==> src/verilog/cpt_pkg.sv <==
package cpt_pkg;

  // ----------------------------------------------------------------
  // Word and address geometry.
  // ----------------------------------------------------------------
  localparam int unsigned WORD_W        = 32;
  localparam logic [31:0] PC_BASE_ADD   = 32'h0000_0008;
  localparam logic [31:0] PC_STORE_ADD  = 32'h0000_000C;
  localparam logic [31:0] WORD_BYTES    = 32'h0000_0004;
  localparam int unsigned OFFSET_SHIFT  = 2;
  localparam logic [3:0]  PC_REG_INDEX  = 4'hF;

  // ----------------------------------------------------------------
  // Instruction field positions, plus the flag field of the coprocessor word.
  // ----------------------------------------------------------------
  localparam int unsigned CLASS_HI   = 27;
  localparam int unsigned CLASS_LO   = 25;
  localparam int unsigned BIT_PRE    = 24;
  localparam int unsigned BIT_UP     = 23;
  localparam int unsigned BIT_LONG   = 22;
  localparam int unsigned BIT_WBACK  = 21;
  localparam int unsigned BIT_DIR    = 20;
  localparam int unsigned REGN_HI    = 19;
  localparam int unsigned REGN_LO    = 16;
  localparam int unsigned REGD_HI    = 15;
  localparam int unsigned REGD_LO    = 12;
  localparam int unsigned OFFS_HI    = 7;
  localparam int unsigned OFFS_LO    = 0;
  localparam int unsigned BIT_RTX    = 24;
  localparam int unsigned BIT_FOUR   = 4;
  localparam int unsigned FLAG_HI    = 31;
  localparam int unsigned FLAG_LO    = 28;

  localparam logic [2:0] CLASS_MEM   = 3'h6;
  localparam logic [2:0] CLASS_REG   = 3'h7;
  localparam logic [2:0] CLASS_UNDEF = 3'h3;

  // ----------------------------------------------------------------
  // Reset values.
  // ----------------------------------------------------------------
  localparam logic [31:0] WORD_RESET  = 32'h0000_0000;
  localparam logic [3:0]  FLAGS_RESET = 4'h0;

  // ----------------------------------------------------------------
  // Cycle kinds and controller states.
  // ----------------------------------------------------------------
  typedef enum logic [1:0] {CYC_S, CYC_N, CYC_I, CYC_C} cpt_cycle_e;

  typedef enum logic [2:0] {
    ST_IDLE, ST_OFFER, ST_WORD, ST_CLOSE, ST_MRC_I, ST_COP, ST_FIN
  } cpt_state_e;

endpackage : cpt_pkg

==> src/verilog/cpt_ctrl.sv <==
// The instruction field positions and the cycle-kind encoding were decided locally.
module cpt_ctrl (
  input  wire logic        sys_clk,
  input  wire logic        resetn,
  input  wire logic        instr_valid,
  input  wire logic [31:0] instr_word,
  input  wire logic [31:0] instr_addr,
  input  wire logic [31:0] base_value,
  input  wire logic [31:0] src_value,
  input  wire logic        coproc_absent,
  input  wire logic        coproc_busy,
  input  wire logic        coproc_last_word,
  input  wire logic [31:0] coproc_data_in,
  input  wire logic        mem_abort,
  output logic             ctrl_busy,
  output logic             coproc_offer,
  output logic      [31:0] coproc_instr,
  output logic      [31:0] coproc_data_out,
  output logic             coproc_long,
  output logic             mem_req,
  output logic      [31:0] mem_addr,
  output logic      [1:0]  cycle_type,
  output logic             wb_en,
  output logic      [3:0]  wb_reg,
  output logic      [31:0] wb_value,
  output logic             flags_we,
  output logic      [3:0]  flags_nzcv,
  output logic             trap_data_abort,
  output logic             trap_undef,
  output logic             done
);

  // ----------------------------------------------------------------
  // State record.
  // ----------------------------------------------------------------
  typedef struct packed {
    cpt_pkg::cpt_state_e st;
    cpt_pkg::cpt_cycle_e cyc;
    logic [31:0]         instr;
    logic [31:0]         pc;
    logic [31:0]         base;
    logic [31:0]         wbv;
    logic [31:0]         cp_word;
    logic                aborted;
    logic                offer;
    logic                mreq;
    logic [31:0]         maddr;
    logic [31:0]         dout;
    logic                wb_en;
    logic [31:0]         wb_val;
    logic                fwe;
    logic [3:0]          flags;
    logic                tabort;
    logic                tundef;
    logic                done;
    logic                busy;
    logic [3:0]          wreg;
  } cpt_ctrl_s;

  cpt_ctrl_s q_ff;
  cpt_ctrl_s nxt_q;

  logic [31:0] ag_base;
  logic [31:0] ag_first;
  logic [31:0] ag_wb;
  logic [31:0] mv_to_cp;
  logic        mv_pc_named;
  logic [3:0]  mv_flags;
  logic [2:0]  cls;
  logic        is_mem;
  logic        is_reg;
  logic        is_undef;
  logic        to_cpu;
  logic        pc_wback;

  // ----------------------------------------------------------------
  // Helpers.
  // ----------------------------------------------------------------
  cpt_addr_gen u_addr (
    .instr      (q_ff.instr),
    .instr_addr (q_ff.pc),
    .base_value (q_ff.base),
    .base_eff   (ag_base),
    .first_addr (ag_first),
    .wb_value   (ag_wb)
  );

  cpt_move_word u_move (
    .instr         (q_ff.instr),
    .instr_addr    (q_ff.pc),
    .src_value     (src_value),
    .cp_word       (q_ff.cp_word),
    .to_cp_word    (mv_to_cp),
    .pc_named      (mv_pc_named),
    .flags_from_cp (mv_flags)
  );

  // Decode of the held instruction; class bits, bit 24, bit four, the direction bit and the base register field matter here.
  // A register transfer needs bit 24 clear, since the set case is another class.
  always_comb begin
    cls      = q_ff.instr[cpt_pkg::CLASS_HI:cpt_pkg::CLASS_LO];
    is_mem   = (cls == cpt_pkg::CLASS_MEM);
    is_reg   = (cls == cpt_pkg::CLASS_REG) && !q_ff.instr[cpt_pkg::BIT_RTX]
               && q_ff.instr[cpt_pkg::BIT_FOUR];
    is_undef = (cls == cpt_pkg::CLASS_UNDEF) && q_ff.instr[cpt_pkg::BIT_FOUR];
    to_cpu   = q_ff.instr[cpt_pkg::BIT_DIR];
    // Write-back into the program counter is undefined, so it is simply dropped.
    pc_wback = (q_ff.instr[cpt_pkg::REGN_HI:cpt_pkg::REGN_LO] == cpt_pkg::PC_REG_INDEX);
  end

  // ----------------------------------------------------------------
  // Sequencer.
  // ----------------------------------------------------------------
  // Pulses default low each cycle so wb_en, flags_we, done and both traps last exactly one cycle.
  always_comb begin
    nxt_q        = q_ff;
    nxt_q.wb_en  = 1'b0;
    nxt_q.fwe    = 1'b0;
    nxt_q.tabort = 1'b0;
    nxt_q.tundef = 1'b0;
    nxt_q.done   = 1'b0;
    case (q_ff.st)
      cpt_pkg::ST_IDLE: begin
        nxt_q.mreq = 1'b0;
        nxt_q.cyc  = cpt_pkg::CYC_S;
        if (instr_valid) begin
          nxt_q.instr   = instr_word;
          nxt_q.pc      = instr_addr;
          nxt_q.base    = base_value;
          nxt_q.aborted = 1'b0;
          nxt_q.offer   = 1'b1;
          nxt_q.st      = cpt_pkg::ST_OFFER;
        end
      end
      cpt_pkg::ST_OFFER: begin
        if (coproc_absent || is_undef) begin
          // Undefined pattern traps even if a coprocessor misbehaves.
          nxt_q.offer  = 1'b0;
          nxt_q.tundef = 1'b1;
          nxt_q.st     = cpt_pkg::ST_IDLE;
        end else if (coproc_busy) begin
          nxt_q.cyc = cpt_pkg::CYC_I;
        end else begin
          nxt_q.offer = 1'b0;
          if (is_mem) begin
            nxt_q.mreq  = 1'b1;
            nxt_q.maddr = ag_first;
            nxt_q.wbv   = ag_wb;
            nxt_q.cyc   = cpt_pkg::CYC_N;
            nxt_q.st    = cpt_pkg::ST_WORD;
          end else if (is_reg && to_cpu) begin
            nxt_q.cyc = cpt_pkg::CYC_I;
            nxt_q.st  = cpt_pkg::ST_MRC_I;
          end else if (is_reg) begin
            nxt_q.dout = mv_to_cp;
            nxt_q.cyc  = cpt_pkg::CYC_C;
            nxt_q.st   = cpt_pkg::ST_COP;
          end else begin
            nxt_q.cyc = cpt_pkg::CYC_S;
            nxt_q.st  = cpt_pkg::ST_FIN;
          end
        end
      end
      cpt_pkg::ST_WORD: begin
        // The abort is remembered so the transfer still closes normally.
        if (mem_abort) begin
          nxt_q.aborted = 1'b1;
        end
        if (coproc_last_word) begin
          nxt_q.mreq = 1'b0;
          nxt_q.cyc  = cpt_pkg::CYC_N;
          nxt_q.st   = cpt_pkg::ST_CLOSE;
        end else begin
          nxt_q.maddr = q_ff.maddr + cpt_pkg::WORD_BYTES;
          nxt_q.cyc   = cpt_pkg::CYC_S;
        end
      end
      cpt_pkg::ST_CLOSE: begin
        nxt_q.wb_en  = q_ff.instr[cpt_pkg::BIT_WBACK] && !pc_wback;
        nxt_q.wb_val = q_ff.wbv;
        nxt_q.tabort = q_ff.aborted;
        nxt_q.done   = !q_ff.aborted;
        nxt_q.cyc    = cpt_pkg::CYC_S;
        nxt_q.st     = cpt_pkg::ST_IDLE;
      end
      cpt_pkg::ST_MRC_I: begin
        nxt_q.cyc = cpt_pkg::CYC_C;
        nxt_q.st  = cpt_pkg::ST_COP;
      end
      cpt_pkg::ST_COP: begin
        nxt_q.cp_word = coproc_data_in;
        nxt_q.cyc     = cpt_pkg::CYC_S;
        nxt_q.st      = cpt_pkg::ST_FIN;
      end
      cpt_pkg::ST_FIN: begin
        if (is_reg && to_cpu && mv_pc_named) begin
          nxt_q.fwe   = 1'b1;
          nxt_q.flags = mv_flags;
        end else if (is_reg && to_cpu) begin
          nxt_q.wb_en  = 1'b1;
          nxt_q.wb_val = q_ff.cp_word;
        end
        nxt_q.done = 1'b1;
        nxt_q.st   = cpt_pkg::ST_IDLE;
      end
      default: begin
        nxt_q.st = cpt_pkg::ST_IDLE;
      end
    endcase
    // Derived outputs are registered too, so no port hangs off a gate.
    nxt_q.busy = (nxt_q.st != cpt_pkg::ST_IDLE);
    // Memory write-back targets the base; register moves target the named register.
    nxt_q.wreg = (nxt_q.instr[cpt_pkg::CLASS_HI:cpt_pkg::CLASS_LO] == cpt_pkg::CLASS_MEM)
                 ? nxt_q.instr[cpt_pkg::REGN_HI:cpt_pkg::REGN_LO]
                 : nxt_q.instr[cpt_pkg::REGD_HI:cpt_pkg::REGD_LO];
  end

  // Single register stage for the whole state record.
  always_ff @(posedge sys_clk) begin
    if (!resetn) begin
      q_ff         <= '0;
      q_ff.st      <= cpt_pkg::ST_IDLE;
      q_ff.cyc     <= cpt_pkg::CYC_S;
      q_ff.flags   <= cpt_pkg::FLAGS_RESET;
      q_ff.maddr   <= cpt_pkg::WORD_RESET;
    end else begin
      q_ff <= nxt_q;
    end
  end

  // ----------------------------------------------------------------
  // Outputs, all straight from the record.
  // ----------------------------------------------------------------
  assign ctrl_busy       = q_ff.busy;
  assign coproc_offer    = q_ff.offer;
  assign coproc_instr    = q_ff.instr;
  assign coproc_long     = q_ff.instr[cpt_pkg::BIT_LONG];
  assign coproc_data_out = q_ff.dout;
  assign mem_req         = q_ff.mreq;
  assign mem_addr        = q_ff.maddr;
  assign cycle_type      = q_ff.cyc;
  assign wb_en           = q_ff.wb_en;
  assign wb_reg          = q_ff.wreg;
  assign wb_value        = q_ff.wb_val;
  assign flags_we        = q_ff.fwe;
  assign flags_nzcv      = q_ff.flags;
  assign trap_data_abort = q_ff.tabort;
  assign trap_undef      = q_ff.tundef;
  assign done            = q_ff.done;
endmodule // cpt_ctrl

==> src/verilog/cpt_addr_gen.sv <==
// ------------------------------------------------------------------
// Address generation for memory transfers.
// ------------------------------------------------------------------
module cpt_addr_gen (
  input  wire logic [31:0] instr,
  input  wire logic [31:0] instr_addr,
  input  wire logic [31:0] base_value,
  output logic      [31:0] base_eff,
  output logic      [31:0] first_addr,
  output logic      [31:0] wb_value
);

  logic [31:0] offset_bytes;
  logic [31:0] modified;

  // The program counter as base reads ahead of the instruction by the pipeline depth.
  always_comb begin
    if (instr[cpt_pkg::REGN_HI:cpt_pkg::REGN_LO] == cpt_pkg::PC_REG_INDEX) begin
      base_eff = instr_addr + cpt_pkg::PC_BASE_ADD;
    end else begin
      base_eff = base_value;
    end
  end

  // The offset counts words, so it is scaled before it meets the byte address.
  always_comb begin
    offset_bytes = {22'h000000, instr[cpt_pkg::OFFS_HI:cpt_pkg::OFFS_LO], 2'h0};
    if (instr[cpt_pkg::BIT_UP]) begin
      modified = base_eff + offset_bytes;
    end else begin
      modified = base_eff - offset_bytes;
    end
    first_addr = instr[cpt_pkg::BIT_PRE] ? modified : base_eff;
    wb_value   = modified;
  end

endmodule // cpt_addr_gen

==> src/verilog/cpt_move_word.sv <==
// ------------------------------------------------------------------
// Word steering for register transfers.
// ------------------------------------------------------------------
module cpt_move_word (
  input  wire logic [31:0] instr,
  input  wire logic [31:0] instr_addr,
  input  wire logic [31:0] src_value,
  input  wire logic [31:0] cp_word,
  output logic      [31:0] to_cp_word,
  output logic             pc_named,
  output logic      [3:0]  flags_from_cp
);

  // Register field names the program counter in either direction.
  always_comb begin
    pc_named = (instr[cpt_pkg::REGD_HI:cpt_pkg::REGD_LO] == cpt_pkg::PC_REG_INDEX);
    if (pc_named) begin
      to_cp_word = instr_addr + cpt_pkg::PC_STORE_ADD;
    end else begin
      to_cp_word = src_value;
    end
    flags_from_cp = cp_word[cpt_pkg::FLAG_HI:cpt_pkg::FLAG_LO];
  end

endmodule // cpt_move_word

==> config.mk <==
export PLATFORM = sky130hd
export DESIGN_NAME = cpt_ctrl
export DESIGN_NICKNAME = d
export VERILOG_FILES = /design/src/verilog/cpt_pkg.sv /design/src/verilog/cpt_ctrl.sv /design/src/verilog/cpt_addr_gen.sv /design/src/verilog/cpt_move_word.sv
export SDC_FILE = /design/constraint.sdc
export NUM_CORES = 1
export LEC_CHECK = 0
export BUFFER_PORTS_ARGS = -buffer_cell sky130_fd_sc_hd__buf_2
export CORE_MARGIN = 10
export CORE_UTILIZATION = 45
export DETAILED_ROUTE_END_ITERATION = 7
export PLACE_DENSITY = 0.67
export SETUP_SLACK_MARGIN = 0.02
export SLEW_MARGIN = 5
export SYNTH_ARGS = -nofsm -noshare
export SYNTH_HDL_FRONTEND = slang
export SYNTH_SLANG_ARGS = --single-unit
==> constraint.sdc <==
create_clock -name sys_clk -period 4.9 [get_ports sys_clk]
set_clock_uncertainty 0.2 [all_clocks]
set_input_delay 0.49 -clock sys_clk [delete_from_list [all_inputs] [get_ports sys_clk]]
set_output_delay 0.49 -clock sys_clk [all_outputs]
set_load 0.005 [all_outputs]
After elaboration in Yosys (flattened, before gate mapping)
Cells that the tools add are included.
- output and inout port bits: 147
- register bits after elaboration: 278
- word-level logic and storage cells: 125
- add/sub/neg operators: 5
- reductions and logical operators: 32
- bitwise logic cells: 4
- eq/ne operators: 22
- muxes and demuxes: 40
- operator list (kind ; number):
    $mux 32 ; 8
    $mux 92 ; 2
    $mux 33 ; 3
    $mux 66 ; 1
    $pmux 33 s2 ; 1
    $mux 65 ; 1
    $add 32x4->32 const B ; 2
    $pmux 32 s2 ; 1
    $add 32x10->32 ; 1
    $add 32x3->32 const B ; 1
    $sub 32x10->32 ; 1
    $eq 3x3->1 const B ; 6
    $ne 2x2->1 const B ; 9
    $mux 5 ; 3
    $pmux 3 s5 ; 1
    $mux 3 ; 4
    $reduce_and 2->1 ; 6
    $reduce_and 5->1 ; 2
    $eq 3x2->1 const B ; 3
    $reduce_and 3->1 ; 3
    $eq 4x4->1 const B ; 2
    $mux 4 ; 2
    $pmux 2 s4 ; 1
    $reduce_bool 2->1 ; 4
    16 further kinds ; 35

Logic depth before layout (Yosys ltp)
Gate-level depths: netlist (run 1).
- word-level depth: 10
- mapped depth: 17

Modules after synthesis
A second synthesis (run 1) with hierarchy kept.
- cell total of the unflattened synthesis: 2109
- area, all modules: 15807.7 um^2
- by module, submodules not included (module ; seq. area each (um^2) ; area an instance (um^2) ; times used ; cells each):
    cpt_ctrl ; 5565.3 ; 11915.2 ; 1 ; 1528
    cpt_addr_gen ; 0.0 ; 2967.8 ; 1 ; 422
    cpt_move_word ; 0.0 ; 924.6 ; 1 ; 159

Worst setup path before layout (run 1)
OpenSTA, ideal clock, no wires.
- path kind: flip-flop to flip-flop
- from: register q_ff[214] (netlist bit)
- to: register q_ff (netlist bit mem_addr[31])
- slack: 0.725 ns
- arrival time: 3.901 ns
- stages on the path, launching flop included: 17
- data required time: 4.627 ns
- cell sequence: dfxtp_1 -> buf_2 -> and4_1 -> nand4_1 -> or2_2 -> nor2_1 -> xnor2_1 -> o21ai_0 -> ha_1 -> clkbuf_1 -> a21o_1 -> a2111oi_0 -> nand4_1 -> a31o_1 -> a2111o_1 -> a2111o_1 -> o211ai_2
- word-level cells in the longest chain between the ends: 9
- elaborated cells between the ends (all ways): 10
- RTL lines (element ; line ; source):
    from (decl) ; cpt_ctrl.sv:60 ; cpt_ctrl_s q_ff;
    from (signal assigned) ; cpt_ctrl.sv:227 ; q_ff <= nxt_q;
    $add 32x4->32 * ; cpt_addr_gen.sv:19 ; base_eff = instr_addr + cpt_pkg::PC_BASE_ADD;
    $mux 32 * ; cpt_addr_gen.sv:18 ; if (instr[cpt_pkg::REGN_HI:cpt_pkg::REGN_LO] == cpt_pkg::PC_REG_INDEX) begin
    $sub 32x10->32 / $add 32x10->32 (equally long branches) ; cpt_addr_gen.sv:31, cpt_addr_gen.sv:29 ;
    $mux 32 ; cpt_addr_gen.sv:28 ; if (instr[cpt_pkg::BIT_UP]) begin
    $mux 32 * ; cpt_addr_gen.sv:33 ; first_addr = instr[cpt_pkg::BIT_PRE] ? modified : base_eff;
    $mux 33 * ; cpt_ctrl.sv:145 ; if (is_mem) begin
    $mux 66 * ; cpt_ctrl.sv:141 ; end else if (coproc_busy) begin
    $mux 65 * ; cpt_ctrl.sv:136 ; if (coproc_absent || is_undef) begin
    $pmux 32 s2 * ; cpt_ctrl.sv:122 ; case (q_ff.st)
Mark *: on every way between the ends. The rest lies on a longest branch, timed or not. The select of a mux whose other input is x is not followed.
A chain may end at the register's enable or synchronous reset.

Final worst setup path (run 1)
- from: register q_ff[212] (netlist bit)
- to: register q_ff (netlist bit mem_addr[31])
Same word-level chain as after synthesis.

==> impl_metrics.toml, run 1 <==
[outcome]
status = "finished, final reports clean"

[detailed_routing]
drcViolationCount = 0
ant_nets = 0
m1WireLength_um = 24580
wl_met2_um = 28270
first_iter_violations = 1205
top_layer = "met5"
drt-wirelength-per-cell_um = 20.93
dr_total_vias = 15900
via_per_inst = 5.598
firstDrtPassIters = 6
wl_um = 59450
wl_met3_um = 4260

[grt]
grt_pass1_vias = 15500
grt_usage = 0.2590
gr-total-overflow = 0
grt_pass1_wl_um = 90760
grt_max_degree = 132
antenna_found_initial = 7

[floorplan]
start_util = 0.4568
core_area_mm2 = 0.03454
num_rows = 68
dieArea_mm2 = 0.04296
fp.dieW_um = 207.3
pin_count = 314
die_h_um = 207.3

[worst_setup_path]
cp_num_buf_inv = 0
path_cells = "and4_1, nand4_1, or2_2, xor2_1, o21ai_1, ha_1, a21oi_1, o21ai_1, a2111oi_1, nand4_1, a31o_1, a2111o_1, a2111o_1, o211ai_2"
crit_family = "compound AO/OA/AOI/OAI gates"
cp.arrival_ns = 4.87
cp_max_fo = 8
required_ns = 5.19
slowest_delay_ns = 0.46
crit_type = "flop to flop"
cp-start-kind = "flop"
cp-end-kind = "flop"
crit_path_top_delay_cell = "a2111o_1"

[synthesis]
synth_cells = 2117
ys_types = 78
yosysTopAreaCell = "dfxtp_1"
synth_warnings = 0
ys_ff_latch = 278
synth.top_cell.area_share = 0.3527
ys.flop_type = "dfxtp_1"
synth-compound-area-share = 0.2057
ys_async_sr_fraction = 0
synthMuxAreaShare = 0.02426
synthAdderAreaFrac = 0.02981
synth_xor_area_frac = 0.04940
synth_area_leaders = "dfxtp_1, nand2_1, a21oi_1, buf_4, o21ai_0"
synth-simple-area-share = 0.2272
synth_top_family_by_area = "simple AND/OR/NAND/NOR gates"
syn_area_mm2 = 0.01578
synth_edf_count = 0
yosysSeqAreaShare = 0.3527
syn-num-nets = 2321
syn_area_per_cell_um2 = 7.454

[timing]
hold_viol = 0
layout_min_cycle_time_ns = 4.572
drv_slew = 0
maxSlewHeadroom = 0.2824
worst_pin_slew_ns = 1.076
worst_slack_ns = 0.3281
rsz0062_at_grt = "false"
period_share = 0.9330
fmax_ghz = 0.2187
setup-violations-final = 0
tns_ns = 0

[place]
post-place-ws_ns = 0.1736
place.gp.congestion = 0.9307
place_inst = 2653
hpwlAfterDp_um = 43740
port_buffers = 313

[run]
maxCapViolCount = 0

[finish]
final_cells = 2840
finalNetCount = 2566
largest_reg_flops = 132
top_register = "q_ff"
area_growth_pct = 20.49
final_layout_size_suffix_gt1_frac = 0.1895

[power]
pwr-share-comb = 0.247
p_leak_nw = 7.744
switching_share = 0.3245
clkPwrFrac = 0.356
ir_drop_v = 0.0002894
switchingPower_w = 0.002004
p_int_w = 0.004170
seqPwrFrac = 0.397
power.density_mw_per_mm2 = 324.7

[clocking]
clock_latency_ns = 0.60
clock_sinks = 278
cts_buffers = 30
cts.htree.levels = 1
cts.clk_slew.worst_paths_ns = 0.07
clockBufferDepth = 3
cts_tree = "built"
cts_root_buf = "clkbuf_16"

[hold_path]
worst_hold_path_type = "primary input to flop"
stage by stage:
step,util,instance area (µm²),total power (W),hold slack [ns]
finish,0.5504,19010,0.006174,0.02541
global route,0.5503,19010,0.006413,0.05399
CTS,0.5496,18980,0.006170,0.01396
detailed placement,0.4849,16750,0.003899,0.2420
global placement,0.4849,16750,0.003901,0.2364
floorplan,-,15780,0.003375,0.2316
cell type report:
type	count	area [µm²]
multi-input combinational	1521	8496
clock buffer	41	832.0
sequential	278	5565
tap	455	569.3
fill	3251	15530
inverter	26	102.6
antenna	5	12.51
timing repair buffer	505	3333
clock inverter	9	102.6
path summary, 6_finish.rpt:
path,from,endpoint,slack (ns),cells past startpoint
max,q_ff[212],mem_addr[31],0.33,14
min reg2reg,coproc_data_out[25],coproc_data_out[25],0.25,2
max reg2reg,q_ff[212],mem_addr[31],0.33,14
min,src_value[5],coproc_data_out[5],0.03,3
power by group through the flow:
stage	logic (W)	clock network, W	registers [W]
finish	0.00152	0.00220	0.00245
global route	0.00164	0.00231	0.00246
CTS	0.00149	0.00223	0.00245
detailed placement	0.00140	0	0.00250
global placement	0.00141	0	0.00250
floorplan	0.000926	0	0.00245
layout by cell type, fill, tap and decap left out, drive strengths merged, types with 9 or more instances in the layout:
cell / synthesis / final
nand2: 502 / 502
buf: 165 / 375
dfxtp: 278 / 278
a21oi: 266 / 266
dlygate4sd3: 0 / 130
o21ai: 109 / 109
nor2: 107 / 107
xnor2: 57 / 57
nor3: 44 / 44
clkbuf: 127 / 41
nand3: 39 / 39
a22oi: 38 / 38
ha: 36 / 36
xor2: 32 / 32
mux2i: 27 / 27
inv: 25 / 26
nand4: 25 / 25
a21o: 20 / 20
nor4: 19 / 19
a211oi: 17 / 17
nor2b: 14 / 14
and3: 13 / 13
a221oi: 13 / 13
mux2: 10 / 10
a31oi: 10 / 10
o21a: 9 / 9
cells by family (layout without fill, tap and decap cells):
logic type / after synthesis / after routing
fa+ha+maj: 37 / 37
compound gates: 544 / 544
xor+xnor: 89 / 89
flops: 278 / 278
mux: 37 / 37
simple gates: 814 / 814
buf+inv: 318 / 581
other cells: 0 / 5
synthesized netlist by cell type, drive strengths merged, types with 5 or more instances:
cell and number:
and4 7, nor2b 14, a2bb2oi 5, a221oi 13, nor3 44, or2 6
o21ai 109, mux2i 27, a31oi 10, nand4 25, a21oi 266, mux2 10
dfxtp 278, o21a 9, o211ai 6, xor2 32, inv 25, a21o 20
and3 13, xnor2 57, nor2 107, nand2 502, a211oi 17, nor3b 8
nor4 19, clkbuf 127, a22oi 38, o22ai 5, nand3 39, buf 165
ha 36, nand2b 7
metal layers:
metal	vias up	global-route usage
li1	7649	-
met1	7499	0.3165
met2	623	0.4338
met3	125	0.05641
met4	2	0.1031
met5	-	0
timing repair:
action | in CTS | in global routing
setup endpoints to repair | 0 | 2
gates resized for setup | 0 | 2
hold endpoints to repair | 130 | 0
buffers inserted | 0 | 2
hold buffers | 130 | 0
worst reg2reg max path, stage by stage, from the launching register on:
cell and delay, ns:
dfxtp_1 0.44, and4_1 0.28, nand4_1 0.23, or2_2 0.41, xor2_1 0.15, o21ai_1 0.24
ha_1 0.39, a21oi_1 0.20, o21ai_1 0.13, a2111oi_1 0.36, nand4_1 0.20, a31o_1 0.25
a2111o_1 0.46, a2111o_1 0.45, o211ai_2 0.08
Note: power is estimated with default switching activity, not from simulation.
==> inputs of run 2 (changes only) <==
--- a/config.mk
+++ b/config.mk
@@ -7,9 +7,9 @@
 export LEC_CHECK = 0
 export BUFFER_PORTS_ARGS = -buffer_cell sky130_fd_sc_hd__buf_2
 export CORE_MARGIN = 10
-export CORE_UTILIZATION = 45
+export CORE_UTILIZATION = 40
+export CTS_BUF_LIST = sky130_fd_sc_hd__clkbuf_4 sky130_fd_sc_hd__clkbuf_8
 export DETAILED_ROUTE_END_ITERATION = 7
-export PLACE_DENSITY = 0.67
 export SETUP_SLACK_MARGIN = 0.02
 export SLEW_MARGIN = 5
 export SYNTH_ARGS = -nofsm -noshare
==> impl_metrics.toml, run 2 (synthesis results as in run 1) <==
[floorplan]
start_util = 0.4064
num_rows = 72
core_area_mm2 = 0.03883
fp.dieW_um = 218.6
dieArea_mm2 = 0.04779
pin_count = 314
die_h_um = 218.6

[worst_setup_path]
startpoint = "q_ff[217]"
cp.arrival_ns = 5.04
cp_max_fo = 10
crit_type = "flop to flop"
r2r-start = "q_ff[217]"
cp-start-kind = "flop"
cp-end-kind = "flop"
rrSetupSlack_ns = 0.23
ff2ff_path_depth = 14
required_ns = 5.27
cp-endpoint = "mem_addr[31]"
reg2reg_to = "mem_addr[31]"

[clocking]
cts_root_buf = "clkbuf_8"
cts.clk_slew.worst_paths_ns = 0.07
clockBufferDepth = 3
cts_tree = "built"
clock_sinks = 278
clock_latency_ns = 0.65
cts.htree.levels = 2
cts_buffers = 49

[hold_path]
worst_hold_path_type = "primary input to flop"
timing.hold.worst.start = "src_value[27]"

[detailed_routing]
first_iter_violations = 1423
ant_nets = 0
drt-wirelength-per-cell_um = 20.50
wl_met2_um = 28240
top_layer = "met5"
drcViolationCount = 0
m1WireLength_um = 25460
firstDrtPassIters = 5
dr_total_vias = 16010
wl_um = 60280
wl_met3_um = 3966
via_per_inst = 5.445

[finish]
layout_commonest_cell = "nand2_1"
top_register = "q_ff"
final_layout_size_suffix_gt1_frac = 0.2013
largest_reg_flops = 132
layout_common_cells = "nand2_1, buf_2, dfxtp_1"
finalNetCount = 2588
area_growth_pct = 22.42

[grt]
gr-total-overflow = 0
grt_pass1_vias = 15590
grt_pass1_wl_um = 91940
grt_max_degree = 119
grt_usage = 0.2428
antenna_found_initial = 5

[timing]
layout_min_cycle_time_ns = 4.670
worst_pin_slew_ns = 1.017
period_share = 0.9532
maxSlewHeadroom = 0.3172
fmax_ghz = 0.2141
hold_viol = 0
worst_slack_ns = 0.2295
setup-violations-final = 0
rsz0062_at_grt = "false"
drv_slew = 0
tns_ns = 0

[power]
p_leak_nw = 7.877
power.density_mw_per_mm2 = 327.6
ir_drop_v = 0.0001847

[place]
place.gp.congestion = 0.9376
post-place-ws_ns = 0.2387
port_buffers = 313
hpwlAfterDp_um = 44990

[outcome]
status = "finished, final reports clean"

[run]
maxCapViolCount = 0
run 2: layout make-up:
cell class / count / area (µm²)
Tap cell: 518 / 648.1
Antenna cell: 4 / 10.01
Fill cell: 3851 / 19510
Sequential cell: 278 / 5565
Inverter: 26 / 102.6
Clock buffer: 76 / 945.9
Multi-Input combinational cell: 1521 / 8501
Timing Repair Buffer: 508 / 3396
Clock inverter: 10 / 150.1
run 2: repair_timing:
action,4_1_cts,5_1_grt
endpoints found under the hold margin,141,0
endpoints found under the setup margin,0,3
setup buffers,0,0
resized for setup,0,4
hold buffers,141,0
run 2: worst max-delay path, cell delays in order (launching register included):
cell and delay [ns]:
dfxtp_1 0.49, and4_1 0.32, nand4_4 0.22, nor3_1 0.27, xnor2_1 0.08, o21ai_0 0.64
ha_1 0.48, o21a_1 0.21, nor2_1 0.16, nor2_1 0.09, o22a_1 0.22, a31o_1 0.23
a2111o_1 0.47, a2111o_1 0.45, o211ai_2 0.07
run 2: where the power goes:
part / internal [W] / leakage, nW / switching (W) / total, W
registers: 0.00235 / 2.26 / 0.000106 / 0.00245
logic: 0.000571 / 5.04 / 0.000897 / 0.00147
clock network: 0.00139 / 0.577 / 0.00102 / 0.00241
total: 0.00431 / 7.88 / 0.00202 / 0.00633
run 2: worst min path at each step:
stage,end,slack (ns),cells after the start
2_1_floorplan,q_ff[168],0.23,2
3_3_place_gp,coproc_data_out[21],0.24,2
3_5_place_dp,coproc_data_out[29],0.24,2
4_1_cts,coproc_data_out[27],0.002,5
5_1_grt,coproc_data_out[10],0.04,5
6_report,coproc_data_out[27],0.05,5
run 2: through the flow:
stage	instance area [µm²]	instances	utilization	hold WS, ns	power (W)
3_3_place_gp	16790	2710	0.4326	0.2363	0.003861
5_1_grt	19320	2940	0.4975	0.04218	0.006617
3_5_place_dp	16790	2710	0.4326	0.2401	0.003854
6_report	19320	2941	0.4976	0.04912	0.006329
2_1_floorplan	15780	2117	-	0.2316	0.003375
4_1_cts	19300	2937	0.4971	0.002249	0.006361
run 2: per-layer routing:
| layer | GRT usage | vias to the layer above |
|---|---|---|
| met5 | 0 | - |
| met4 | 0.1132 | 4 |
| met3 | 0.04517 | 135 |
| met2 | 0.3952 | 607 |
| met1 | 0.3049 | 7566 |
| li1 | - | 7701 |
==> inputs of run 3 (changes only) <==
--- a/config.mk
+++ b/config.mk
@@ -14,4 +14,5 @@
 export SLEW_MARGIN = 5
 export SYNTH_ARGS = -nofsm -noshare
 export SYNTH_HDL_FRONTEND = slang
+export SYNTH_HIERARCHICAL = 1
 export SYNTH_SLANG_ARGS = --single-unit
==> impl_metrics.toml, run 3 <==
[floorplan]
pin_count = 314
num_rows = 72
die_h_um = 218.8
start_util = 0.4070
fp.dieW_um = 218.8
core_area_mm2 = 0.03883
dieArea_mm2 = 0.04786

[timing]
fmax_ghz = 0.2117
maxSlewHeadroom = 0.2558
worst_pin_slew_ns = 1.108
layout_min_cycle_time_ns = 4.724
hold_viol = 0
setup-violations-final = 0
whs_ns = 0.06148
worst_slack_ns = 0.1758
period_share = 0.9641
drv_slew = 0
rsz0062_at_grt = "true"

[worst_setup_path]
required_ns = 5.18
slowest_delay_ns = 0.54
cp.arrival_ns = 5.01
crit_type = "flop to flop"
crit_family = "compound AO/OA/AOI/OAI gates"
path_cells = "nand4_1, buf_12, o21ai_0, ha_1, nor2_1, a32o_1, a31oi_2, buf_4, a211o_1, a31oi_1, o41ai_2, nand2_1, o21ai_1, xor2_1, mux2_2, a22oi_1, o221ai_1"
cp_num_buf_inv = 2
crit_path_top_delay_cell = "o41ai_2"
cp-end-kind = "flop"
cp_max_fo = 26
cp-start-kind = "flop"

[finish]
largest_reg_flops = 132
finalNetCount = 2614
final_cells = 2965
fillerInstances = 3825
final_cell_area_mm2 = 0.01959
num_antenna_cells = 0
final_layout_size_suffix_gt1_frac = 0.2182
top_register = "q_ff"
area_growth_pct = 23.96
layout_common_cells = "nand2_1, buf_2, a21oi_1"
layout_commonest_cell = "nand2_1"

[outcome]
status = "finished, final reports clean"

[clocking]
clockBufferDepth = 3
cts.clk_slew.worst_paths_ns = 0.06
cts.htree.levels = 2
cts_tree = "built"
clock_sinks = 278
cts_buffers = 50
cts_root_buf = "clkbuf_8"
cts_setup_buffers = 0
clock_latency_ns = 0.65

[detailed_routing]
dr_total_vias = 15880
via_per_inst = 5.354
ant_nets = 0
drcViolationCount = 0
wl_um = 57230
first_iter_violations = 1256
firstDrtPassIters = 5
drt-wirelength-per-cell_um = 19.30

[grt]
antenna_found_initial = 0
gr-total-overflow = 0
grt_pass1_wl_um = 89340
grt_max_degree = 142
grt_usage = 0.2310
grt_pass1_vias = 15630

[power]
p_leak_nw = 8.147
ir_drop_v = 0.0002163
power.density_mw_per_mm2 = 309.5
p_total_w = 0.006063

[place]
post-place-ws_ns = -0.08249
place_inst = 2721
hpwlAfterDp_um = 41460
port_buffers = 313
placed_area_mm2 = 0.01688
place.gp.congestion = 0.9269

[hold_path]
worst_hold_path_type = "primary input to flop"

[run]
maxCapViolCount = 0

[synthesis]
synth_warnings = 6
syn_area_mm2 = 0.01580
syn_area_per_cell_um2 = 7.497
synth_cells = 2108
syn-num-nets = 2311
run 3: final timing paths:
| kind | startpoint | to | slack (ns) | cells after the start |
|---|---|---|---|---|
| max | coproc_instr[17] | mem_addr[29] | 0.18 | 17 |
| min | src_value[20] | coproc_data_out[20] | 0.06 | 5 |
| max reg2reg | coproc_instr[17] | mem_addr[29] | 0.18 | 17 |
| min reg2reg | wb_value[11] | wb_value[11] | 0.25 | 2 |
run 3: cell type report:
cell class | count | area [µm²] | area share
clock buffer | 78 | 967.2 | 0.04937
clock inverter | 10 | 97.59 | 0.004981
multi-input combinational | 1531 | 8647 | 0.4414
timing repair buffer | 526 | 3568 | 0.1821
tap | 518 | 648.1 | 0.03308
sequential | 278 | 5565 | 0.2841
inverter | 24 | 97.59 | 0.004981
run 3: report_power, final:
group          total [W]  switching [W]  internal (W)
Combinational    0.00133       0.000770      0.000556
Sequential       0.00241      0.0000752       0.00233
Clock            0.00233        0.00102       0.00131
Total            0.00606        0.00187       0.00420
run 3: repair_timing:
action	in CTS	in global routing
hold endpoints to repair	160	0
hold buffers	156	0
setup endpoints to repair	1	12
pin swaps	0	3
resized for setup	2	23
run 3: metrics by stage:
step | TNS [ns] | utilization
global placement | -0.004341 | 0.4347
floorplan | 0 | -
detailed placement | -0.08249 | 0.4347
global route | -0.000009326 | 0.5046
CTS | 0 | 0.5025
finish | 0 | 0.5046
run 3: routing by layer:
layer / routed length (µm) / track usage / vias to the layer above / part of all wire
met2: 26590 / 0.3779 / 595 / 0.46
met1: 25400 / 0.2988 / 7473 / 0.44
met5: 0 / 0 / - / 0
met4: 1496 / 0.07791 / 0 / 0.026
met3: 3742 / 0.04525 / 90 / 0.065
li1: - / - / 7718 / -
run 3: worst register-to-register path: stages (launching register included):
cell and delay (ns):
dfxtp_1 0.42, nand4_1 0.18, buf_12 0.20, o21ai_0 0.47
ha_1 0.32, nor2_1 0.09, a32o_1 0.25, a31oi_2 0.31
buf_4 0.18, a211o_1 0.18, a31oi_1 0.15, o41ai_2 0.54
nand2_1 0.16, o21ai_1 0.19, xor2_1 0.09, mux2_2 0.29
a22oi_1 0.19, o221ai_1 0.16
